===== src/twu_pkg.sv =====
// Constants, control word layout and engine states for the two-wire unit flag handshake.
// Assumes a single clk domain at 20 MHz. The package holds no logic.
package twu_pkg;

  // ****************************************************
  // Control word layout
  // ****************************************************
  localparam int unsigned TWU_CTL_W     = 8;
  localparam int unsigned TWU_F_FLAG    = 7;  // Write 1 clears the operation-complete flag
  localparam int unsigned TWU_F_ACK     = 6;  // Acknowledge a received byte
  localparam int unsigned TWU_F_START   = 5;  // Send a start condition
  localparam int unsigned TWU_F_STOP    = 4;  // Send a stop condition
  localparam int unsigned TWU_F_EN      = 2;  // Unit enable
  localparam int unsigned TWU_F_RECV    = 1;  // Next byte is received, not sent

  // ****************************************************
  // Data and bit counting
  // ****************************************************
  localparam int unsigned TWU_DATA_W    = 8;
  localparam logic [7:0]  TWU_DATA_RST  = 8'hFF;
  localparam logic [3:0]  TWU_ACK_SLOT  = 4'h8;
  localparam logic [3:0]  TWU_BIT_ONE   = 4'h1;
  localparam logic [3:0]  TWU_BIT_ZERO  = 4'h0;

  // ****************************************************
  // Timing: one quarter of a bit period
  // ****************************************************
  localparam int unsigned TWU_CLK_NS    = 50;
  localparam int unsigned TWU_QTR_NS    = 2500;
  localparam int unsigned TWU_QTR_CYC   = (TWU_QTR_NS + TWU_CLK_NS - 1) / TWU_CLK_NS;
  localparam int unsigned TWU_DIV_W     = 8;

  // ****************************************************
  // Phases and states
  // ****************************************************
  localparam logic [1:0]  TWU_PH0       = 2'h0;
  localparam logic [1:0]  TWU_PH1       = 2'h1;
  localparam logic [1:0]  TWU_PH2       = 2'h2;
  localparam logic [1:0]  TWU_PH3       = 2'h3;

  typedef enum logic [1:0] {
    TWU_IDLE  = 2'b00,
    TWU_START = 2'b01,
    TWU_BIT   = 2'b10,
    TWU_STOP  = 2'b11
  } twu_state_e;

endpackage


===== src/twu_flag_handshake.sv =====
// Operation-complete flag handshake and byte engine of the two-wire unit.
// Assumes software drives the control and data write strobes on clk; bus pins are open drain and asynchronous.
`timescale 1ns/1ns
`default_nettype none
module twu_flag_handshake #(
  parameter int unsigned QTR_CYC = twu_pkg::TWU_QTR_CYC
) (
  // Clock and reset
  input  wire logic                              clk,
  input  wire logic                              arst_n,
  // Control register write
  input  wire logic                              ctrl_wr,
  input  wire logic [twu_pkg::TWU_CTL_W-1:0]     ctrl_wdata,
  // Data register write and read
  input  wire logic                              data_wr,
  input  wire logic [twu_pkg::TWU_DATA_W-1:0]    data_wdata,
  output var  logic [twu_pkg::TWU_DATA_W-1:0]    data_rd,
  // Status
  output var  logic                              op_done_flag,
  output var  logic                              ack_seen,
  output var  logic                              busy,
  // Clock pin
  input  wire logic                              scl_i,
  output var  logic                              scl_o,
  output var  logic                              scl_oe,
  // Data pin
  input  wire logic                              sda_i,
  output var  logic                              sda_o,
  output var  logic                              sda_oe
);
  import twu_pkg::*;

  // ****************************************************
  // Pin synchronisers
  // ****************************************************
  logic       scl_m_r;
  logic       scl_s_r;
  logic       sda_m_r;
  logic       sda_s_r;

  // Two flops per pin before any logic reads it
  always_ff @(posedge clk or negedge arst_n) begin
    if (!arst_n) begin
      scl_m_r <= 1'b1;
      scl_s_r <= 1'b1;
      sda_m_r <= 1'b1;
      sda_s_r <= 1'b1;
    end else begin
      scl_m_r <= scl_i;
      scl_s_r <= scl_m_r;
      sda_m_r <= sda_i;
      sda_s_r <= sda_m_r;
    end
  end

  // ****************************************************
  // Quarter-bit enable
  // ****************************************************
  logic tick;

  twu_tick #(
    .DIV (QTR_CYC),
    .W   (TWU_DIV_W)
  ) u_tick (
    .clk    (clk),
    .arst_n (arst_n),
    .tick   (tick)
  );

  // ****************************************************
  // Engine state
  // ****************************************************
  twu_state_e              state_r;
  twu_state_e              state_nxt;
  logic [1:0]              ph_r;
  logic [1:0]              ph_nxt;
  logic [3:0]              bit_r;
  logic [3:0]              bit_nxt;
  logic                    flag_r;
  logic                    flag_nxt;
  logic [TWU_DATA_W-1:0]   data_r;
  logic [TWU_DATA_W-1:0]   data_nxt;
  logic                    ack_r;
  logic                    ack_nxt;
  logic                    recv_r;
  logic                    recv_nxt;
  logic                    acken_r;
  logic                    acken_nxt;
  logic                    scl_oe_r;
  logic                    scl_oe_nxt;
  logic                    sda_oe_r;
  logic                    sda_oe_nxt;
  logic                    pin_lvl_r;
  logic                    busy_r;
  logic                    busy_nxt;
  logic                    clr_wr;
  logic                    need_high;
  logic                    adv;

  // Phase advance; sampling phases wait for the clock line to be seen high
  always_comb begin
    clr_wr    = ctrl_wr && ctrl_wdata[TWU_F_FLAG];
    need_high = (state_r != TWU_IDLE) && (ph_r == TWU_PH2);
    adv       = tick && (!need_high || scl_s_r);
  end

  // Next-state logic of flag, data and pins
  always_comb begin
    state_nxt  = state_r;
    ph_nxt     = ph_r;
    bit_nxt    = bit_r;
    flag_nxt   = flag_r;
    data_nxt   = data_r;
    ack_nxt    = ack_r;
    recv_nxt   = recv_r;
    acken_nxt  = acken_r;
    scl_oe_nxt = scl_oe_r;
    sda_oe_nxt = sda_oe_r;
    // Data register is writable only while no byte is shifting
    if (data_wr && (state_r == TWU_IDLE)) begin
      data_nxt = data_wdata;
    end
    if (clr_wr) begin
      flag_nxt = 1'b0;
    end
    case (state_r)
      TWU_IDLE: begin
        // Only a clearing write launches an operation
        if (clr_wr && ctrl_wdata[TWU_F_EN]) begin
          ph_nxt = TWU_PH0;
          if (ctrl_wdata[TWU_F_START]) begin
            state_nxt = TWU_START;
          end else if (ctrl_wdata[TWU_F_STOP]) begin
            state_nxt = TWU_STOP;
          end else begin
            state_nxt = TWU_BIT;
            bit_nxt   = TWU_BIT_ZERO;
            recv_nxt  = ctrl_wdata[TWU_F_RECV];
            acken_nxt = ctrl_wdata[TWU_F_ACK];
          end
        end
      end
      TWU_START: begin
        if (adv) begin
          ph_nxt = ph_r + TWU_PH1;
          case (ph_r)
            TWU_PH0: sda_oe_nxt = 1'b0;
            TWU_PH1: scl_oe_nxt = 1'b0;
            TWU_PH2: sda_oe_nxt = 1'b1;
            default: begin
              scl_oe_nxt = 1'b1;
              flag_nxt   = 1'b1;
              state_nxt  = TWU_IDLE;
            end
          endcase
        end
      end
      TWU_BIT: begin
        if (adv) begin
          ph_nxt = ph_r + TWU_PH1;
          case (ph_r)
            TWU_PH0: begin
              scl_oe_nxt = 1'b1;
              if (bit_r == TWU_ACK_SLOT) begin
                sda_oe_nxt = recv_r && acken_r;
              end else begin
                sda_oe_nxt = !recv_r && !data_r[TWU_DATA_W-1];
              end
            end
            TWU_PH1: scl_oe_nxt = 1'b0;
            TWU_PH2: begin
              // Data register shifts in each data bit seen on the bus; the ack slot updates ack only
              if (bit_r == TWU_ACK_SLOT) begin
                ack_nxt = !sda_s_r;
              end else begin
                data_nxt = {data_r[TWU_DATA_W-2:0], sda_s_r};
              end
            end
            default: begin
              scl_oe_nxt = 1'b1;
              if (bit_r == TWU_ACK_SLOT) begin
                sda_oe_nxt = 1'b0;
                flag_nxt   = 1'b1;
                state_nxt  = TWU_IDLE;
              end else begin
                bit_nxt = bit_r + TWU_BIT_ONE;
              end
            end
          endcase
        end
      end
      TWU_STOP: begin
        if (adv) begin
          ph_nxt = ph_r + TWU_PH1;
          case (ph_r)
            TWU_PH0: begin
              scl_oe_nxt = 1'b1;
              sda_oe_nxt = 1'b1;
            end
            TWU_PH1: scl_oe_nxt = 1'b0;
            default: begin
              sda_oe_nxt = 1'b0;
              state_nxt  = TWU_IDLE;
            end
          endcase
        end
      end
      default: state_nxt = TWU_IDLE;
    endcase
    // Stretch the bus clock while the flag waits for software
    scl_oe_nxt = scl_oe_nxt || flag_nxt;
    busy_nxt   = (state_nxt != TWU_IDLE);
  end

  // Register engine state
  always_ff @(posedge clk or negedge arst_n) begin
    if (!arst_n) begin
      state_r   <= TWU_IDLE;
      ph_r      <= TWU_PH0;
      bit_r     <= TWU_BIT_ZERO;
      flag_r    <= 1'b0;
      data_r    <= TWU_DATA_RST;
      ack_r     <= 1'b0;
      recv_r    <= 1'b0;
      acken_r   <= 1'b0;
      scl_oe_r  <= 1'b0;
      sda_oe_r  <= 1'b0;
      pin_lvl_r <= 1'b0;
      busy_r    <= 1'b0;
    end else begin
      state_r   <= state_nxt;
      ph_r      <= ph_nxt;
      bit_r     <= bit_nxt;
      flag_r    <= flag_nxt;
      data_r    <= data_nxt;
      ack_r     <= ack_nxt;
      recv_r    <= recv_nxt;
      acken_r   <= acken_nxt;
      scl_oe_r  <= scl_oe_nxt;
      sda_oe_r  <= sda_oe_nxt;
      pin_lvl_r <= 1'b0;
      busy_r    <= busy_nxt;
    end
  end

  // Outputs straight from flops
  assign data_rd      = data_r;
  assign op_done_flag = flag_r;
  assign ack_seen     = ack_r;
  assign busy         = busy_r;
  assign scl_o        = pin_lvl_r;
  assign sda_o        = pin_lvl_r;
  assign scl_oe       = scl_oe_r;
  assign sda_oe       = sda_oe_r;
endmodule // twu_flag_handshake
`default_nettype wire


===== src/twu_tick.sv =====
// Quarter-bit enable divider for the two-wire unit.
// Assumes one free-running clk; emits a one-cycle pulse every DIV cycles.
`timescale 1ns/1ns
`default_nettype none
module twu_tick #(
  parameter int unsigned DIV = twu_pkg::TWU_QTR_CYC,
  parameter int unsigned W   = twu_pkg::TWU_DIV_W
) (
  // Clock and reset
  input  wire logic clk,
  input  wire logic arst_n,
  // Enable pulse
  output var  logic tick
);
  import twu_pkg::*;

  localparam logic [W-1:0] LAST = W'(DIV - 1);
  localparam logic [W-1:0] ZERO = '0;
  localparam logic [W-1:0] ONE  = W'(1);

  logic [W-1:0] cnt_r;
  logic [W-1:0] cnt_nxt;
  logic         tick_r;
  logic         tick_nxt;

  // Next count and pulse
  always_comb begin
    tick_nxt = (cnt_r == LAST);
    cnt_nxt  = tick_nxt ? ZERO : cnt_r + ONE;
  end

  // Register the divider
  always_ff @(posedge clk or negedge arst_n) begin
    if (!arst_n) begin
      cnt_r  <= ZERO;
      tick_r <= 1'b0;
    end else begin
      cnt_r  <= cnt_nxt;
      tick_r <= tick_nxt;
    end
  end

  assign tick = tick_r;

endmodule // twu_tick
`default_nettype wire


===== config.mk =====
export PLATFORM = sky130hd
export DESIGN_NAME = twu_flag_handshake
export DESIGN_NICKNAME = d
export VERILOG_FILES = /design/src/twu_pkg.sv /design/src/twu_flag_handshake.sv /design/src/twu_tick.sv
export SDC_FILE = /design/constraint.sdc
export NUM_CORES = 1
export LEC_CHECK = 0
export BUFFER_PORTS_ARGS = -buffer_cell sky130_fd_sc_hd__buf_2
export CORE_ASPECT_RATIO = 1.2
export CORE_MARGIN = 3
export CORE_UTILIZATION = 55
export DETAILED_ROUTE_END_ITERATION = 10
export PLACE_DENSITY = 0.76
export SYNTH_ARGS = -nofsm -noshare
export SYNTH_HDL_FRONTEND = slang
export SYNTH_SLANG_ARGS = --single-unit

===== constraint.sdc =====
create_clock -name clk -period 1.99 [get_ports clk]
set_input_delay 0.0995 -clock clk [delete_from_list [all_inputs] [get_ports clk]]
set_output_delay 0.0995 -clock clk [all_outputs]
set_load 0.1 [all_outputs]

# Word-level counts from Yosys, hierarchy flattened
# Cells that the tools add are included.
# totals
in_bits	22
out_inout_bits	15
regBits	36
# op_classes
addsub	3
n_mux	50
n_eq_ne	20
n_reduce_logical	29
n_bitwise	2
# ops
operator	n
$mux 8	6
$mux 4	6
$mux 2	11
$ne 2x2->1 const B	9
$mux 1	15
$pmux 1 s2	7
$add 8x1->8 const B	1
$eq 8x6->1 const B	1
$pmux 2 s4	1
$pmux 4 s2	1
$reduce_and 4->1	2
$reduce_and 8->1	1
$logic_and 1x1->1	7
$reduce_and 7->1	1
$eq 2x2->1 const B	3
$ne 3x3->1 const B	2
$pmux 1 s3	2
$reduce_bool 2->1	3
$reduce_or 2->1	3
$reduce_or 3->1	2
$add 4x1->4 const B	1
$eq 2x1->1 const B	2
$eq 4x4->1 const B	1
$logic_not 1->1	4
other kinds (8)	12

# Logic depth before layout (Yosys ltp)
# logic_depth
ltp_word	8
mapped_depth	7
ltp_nobuf	6

# Hierarchy
# From an unflattened synthesis, not the netlist that was laid out.
# hier_totals
cells_unflattened	207
area_unflattened_um2	2107.0
# modules_own_cells
mod	seq_area_each_um2	cells_each	n_inst	area_each_um2
twu_flag_handshake	690.7	173	1	1704.1
twu_tick	225.2	34	1	402.9

# Worst setup path before layout
# No wires, ideal clock.
# synth_path
kind	reg2reg
start	reg ph_r[0]
end	reg bit_r[3]
setup_ns	0.087
synth_period_minus_slack_ns	1.798
n_path_buf	0
slack_ns	0.192
required_time_ns	1.903
stages_incl_launch_ff	7
t_arrival_ns	1.711
path_cell_list	dfrtp_1 > inv_1 > ha_1 > nor2b_1 > a2bb2oi_1 > or4_1 > a22oi_1
# synth_via
elab_chain_cells	7
# synth_lines
item	line	rtl
start: declaration	twu_flag_handshake.sv:75	logic [1:0] ph_r;
start signal: assignment	twu_flag_handshake.sv:232	ph_r <= ph_nxt;
$eq 2x2->1	twu_flag_handshake.sv:103, twu_flag_handshake.sv:161	
$logic_and 1x1->1	twu_flag_handshake.sv:103	need_high = (state_r != TWU_IDLE) && (ph_r == TWU_PH2);
$logic_not 1->1	twu_flag_handshake.sv:104	adv = tick && (!need_high || scl_s_r);
$logic_or 1x1->1	twu_flag_handshake.sv:104	
$logic_and 1x1->1	twu_flag_handshake.sv:104	
$ne 2x2->1 (no source line)	n/a	
$reduce_and 7->1 (no source line) (*)	n/a	
end signal: assignment	twu_flag_handshake.sv:233	bit_r <= bit_nxt;
end: declaration	twu_flag_handshake.sv:77	logic [3:0] bit_r;
# Mark *: on every way between the ends. The rest lies on a longest branch, timed or not.
# A chain may end at the register's enable or synchronous reset.

# Worst setup path in the final report
# layout_path
start	reg ph_r[1]
end	reg state_r[0]
# layout_via
elab_chain_cells	7
# layout_lines
item	line	rtl
$eq 2x2->1	twu_flag_handshake.sv:103, twu_flag_handshake.sv:146, twu_flag_handshake.sv:161	
$logic_and 1x1->1	twu_flag_handshake.sv:103	
$logic_not 1->1	twu_flag_handshake.sv:104	
$logic_or 1x1->1	twu_flag_handshake.sv:104	
$logic_and 1x1->1	twu_flag_handshake.sv:104	
$mux 2, on equally long branches	twu_flag_handshake.sv:193, twu_flag_handshake.sv:144, twu_flag_handshake.sv:159	
$pmux 2 s4 (*)	twu_flag_handshake.sv:126	case (state_r)
net state_nxt[0]	twu_flag_handshake.sv:74	twu_state_e state_nxt;
end signal: assignment	twu_flag_handshake.sv:231	state_r <= state_nxt;
end: declaration	twu_flag_handshake.sv:73	twu_state_e state_r;
# The timed path passes the listed nets; every way through them passes the cells marked *.

==> flow_metrics.env <==
export IMPL_status="finished, final reports clean"
export IMPL_area_growth_synth_to_final_pct=18.2
export IMPL_core_region_area_mm2=0.00340
export IMPL_setup_violations_final=0
export IMPL_end_kind="flip-flop"
export IMPL_dp_cells=262
export IMPL_ys_warn_count=0
export IMPL_cp_num_cells=5
export IMPL_holdCritPathClass="input pin to flip-flop"
export IMPL_synth_flop_cell="dfrtp_1"
export IMPL_route_met2_wl_mm=2.34
export IMPL_ctsHtreeMaxLevel=2
export IMPL_portBuffers=32
export IMPL_top_layer_used="met4"
export IMPL_worstSetupStartpointType="flip-flop"
export IMPL_finalCriticalPeriod_ns=1.94
export IMPL_cts_tree="done"
export IMPL_post_drt_wl_per_cell_um=15.5
export IMPL_cap_violations=0
export IMPL_yosys_register_bits=36
export IMPL_cp_num_buf_inv=0
export IMPL_die_area_mm2=0.00435
export IMPL_p_per_area_mw_per_mm2=1460
export IMPL_async_flop_share=1.00
export IMPL_syn_inst=194
export IMPL_cp_slowest_stage_delay_ns=0.53
export IMPL_grt_pass1_wl_mm=7.14
export IMPL_tns_ns=0
export IMPL_hold_violations=0
export IMPL_final_cell_mix="buf_2, dfrtp_1, nor2_1"
export IMPL_instances_no_fill=273
export IMPL_cts_clk_slew_worst_paths_ns=0.08
export IMPL_drc=0
export IMPL_cp_arrival_ns=2.11
export IMPL_fmax_mhz=514
export IMPL_wl_met1_mm=1.55
export IMPL_grt_max_degree=37
export IMPL_clock_sinks=36
export IMPL_vias=1604
export IMPL_wl_mm=4.22
export IMPL_holdPathStages=2
export IMPL_grt_overflow_total=0
export IMPL_synthesis_area_mm2=0.00198
export IMPL_clkLatencyLatePin_ns=0.30
export IMPL_final_layout_size_suffix_gt1_frac=0.305
export IMPL_crit_family="simple AND/OR/NAND/NOR gates"
export IMPL_antennaDiodeCount=0
export IMPL_via_per_inst=5.88
export IMPL_worst_setup_path_type="flip-flop to flip-flop"
export IMPL_skew_ns=0.0116
export IMPL_crit_required_ns=2.16
export IMPL_cp_max_fo=6
export IMPL_post_dp_hpwl_mm=3.20
export IMPL_clk_path_buf_depth=2
export IMPL_dr_pass1_iters=5
export IMPL_grt_pass1_vias=1642
export IMPL_final_common_cell="buf_2"
export IMPL_nNetsFinal=269
export IMPL_irDropWorstVdd_mv=1.10
export IMPL_whs_ns=0.0339
export IMPL_antenna_found_initial=0
export IMPL_yosysUniqueCellTypes=47
export IMPL_num_rows=23
export IMPL_timing_final_crit_share=0.977
export IMPL_die_h_um=71.7
export IMPL_slew_headroom=0.474
export IMPL_start_util=0.582
export IMPL_cts_buffers=5
export IMPL_critPathSlowestCell="a2111oi_2"
export IMPL_ant_nets=0
export IMPL_p_leak_nw=1.12
export IMPL_worstPathCellList="ha_1 -> or3b_1 -> nand3_1 -> a2111oi_2 -> nor3_1"
export IMPL_die_w_um=60.7
export IMPL_synth_edf_count=0
export IMPL_place_gp_congestion=0.843
export IMPL_slew_violations=0
export IMPL_fin_util=0.688
export IMPL_dr_wl_met3_um=247
export IMPL_io_pins=37
export IMPL_syn_area_per_cell_um2=10.2
export IMPL_ys_seq_area_frac=0.464
export IMPL_nFillCells=270
export IMPL_worst_pin_slew_ns=0.788
export IMPL_grtUsageTotal=0.219
export IMPL_cts_root_buf="clkbuf_8"
export IMPL_drt_iter0_markers=80
export IMPL_reg2reg_depth=5
## routing by layer
metal | up-vias | GRT usage
li1 | 761 | -
met3 | 13 | 0.0631
met2 | 54 | 0.380
met1 | 776 | 0.237
met4 | 0 | 0.101
met5 | - | 0
## power breakdown
group	switching, mW	internal, mW	total, mW	leakage [nW]
registers	0.130	0.964	1.09	0.439
clock network	0.278	0.248	0.525	0.0404
logic	1.29	0.510	1.80	0.640
## cells by family (layout without fill, tap and decap cells)
| group | count (synthesis) | in the layout | share of synthesized area |
|---|---|---|---|
| AOI/OAI and AO/OA | 39 | 39 | 0.134 |
| DFF | 36 | 36 | 0.464 |
| xor gates and xnor gates | 7 | 7 | 0.0310 |
| other | 1 | 2 | 0.00190 |
| adders and majority gates | 12 | 12 | 0.0760 |
| muxes | 15 | 15 | 0.0785 |
| buffers and inverters | 19 | 60 | 0.0418 |
| and+or+nand+nor | 65 | 65 | 0.174 |
## flip-flops by register name (all words and copies together), names as in the netlist
| signal | count |
|---|---|
| ack_seen | 1 |
| acken_r | 1 |
| bit_r | 4 |
| busy | 1 |
| data_rd | 8 |
| op_done_flag | 1 |
| ph_r | 2 |
| recv_r | 1 |
| scl_m_r | 1 |
| scl_oe | 1 |
| scl_s_r | 1 |
| sda_m_r | 1 |
| sda_oe | 1 |
| sda_s_r | 1 |
| state_r | 2 |
| u_tick.cnt_r | 8 |
| u_tick.tick | 1 |
## per-stage QoR
step                total power [mW]  setup slack, ns  instance area [um2]
floorplan                       2.48            0.192                 1980
global placement                2.77           0.0799                 2190
detailed placement              2.84          -0.0686                 2190
CTS                             3.39          0.00141                 2310
global route                    3.60         -0.00304                 2340
finish                          3.42           0.0451                 2340
## cell usage after synthesis (2+ instances only)
cell type  count  area share
nand4_1        3      0.0095
o22ai_1        2      0.0063
mux2_2         4       0.023
a22oi_1        3       0.011
dfrtp_1       24        0.30
dfstp_2       12        0.16
clkbuf_1       3      0.0057
o21ai_0        3      0.0076
o31ai_1        2      0.0076
buf_4          2      0.0076
nor2_1        23       0.044
a21o_1         2      0.0076
a21oi_1       16       0.041
nand2_1       10       0.019
ha_1          12       0.076
buf_2          3      0.0076
nand3_1        6       0.015
nand2b_1       2      0.0063
a31oi_1        2      0.0063
mux2i_1       11       0.056
and2_1         3      0.0095
nor3_1         3      0.0076
o221ai_1       2      0.0089
inv_1         11       0.021
nor2b_1        2      0.0063
xor2_1         3       0.013
or4_1          2      0.0076
xnor2_1        4       0.018
## timing repair
| action | 4_1_cts | 5_1_grt |
|---|---|---|
| resized for setup | 1 | 4 |
| endpoints found under the setup margin | 5 | 7 |
| hold buffers | 3 | 0 |
| setup buffers | 0 | 0 |
| pin swaps | 0 | 0 |
| endpoints found under the hold margin | 26 | 0 |
## worst paths after layout
check,from,end,slack (ns)
max,ph_r[1],state_r[0],0.05
min,ctrl_wdata[1],recv_r,0.03
max reg2reg,ph_r[1],state_r[0],0.05
min reg2reg,scl_m_r,scl_s_r,0.36
max in group asynchronous,arst_n,u_tick.cnt_r[6],1.06
min in group asynchronous,arst_n,op_done_flag,0.41
## cell type report
type,instances,area [um2],area share
clock buffers,5,68.8,0.0295
multi-input cells,140,1000,0.430
inverters,11,41.3,0.0177
flip-flops and latches,36,916,0.392
repair buffers,41,235,0.101
well taps,37,46.3,0.0198
clock inverters,3,23.8,0.0102
(Power assumes the default switching activity.)
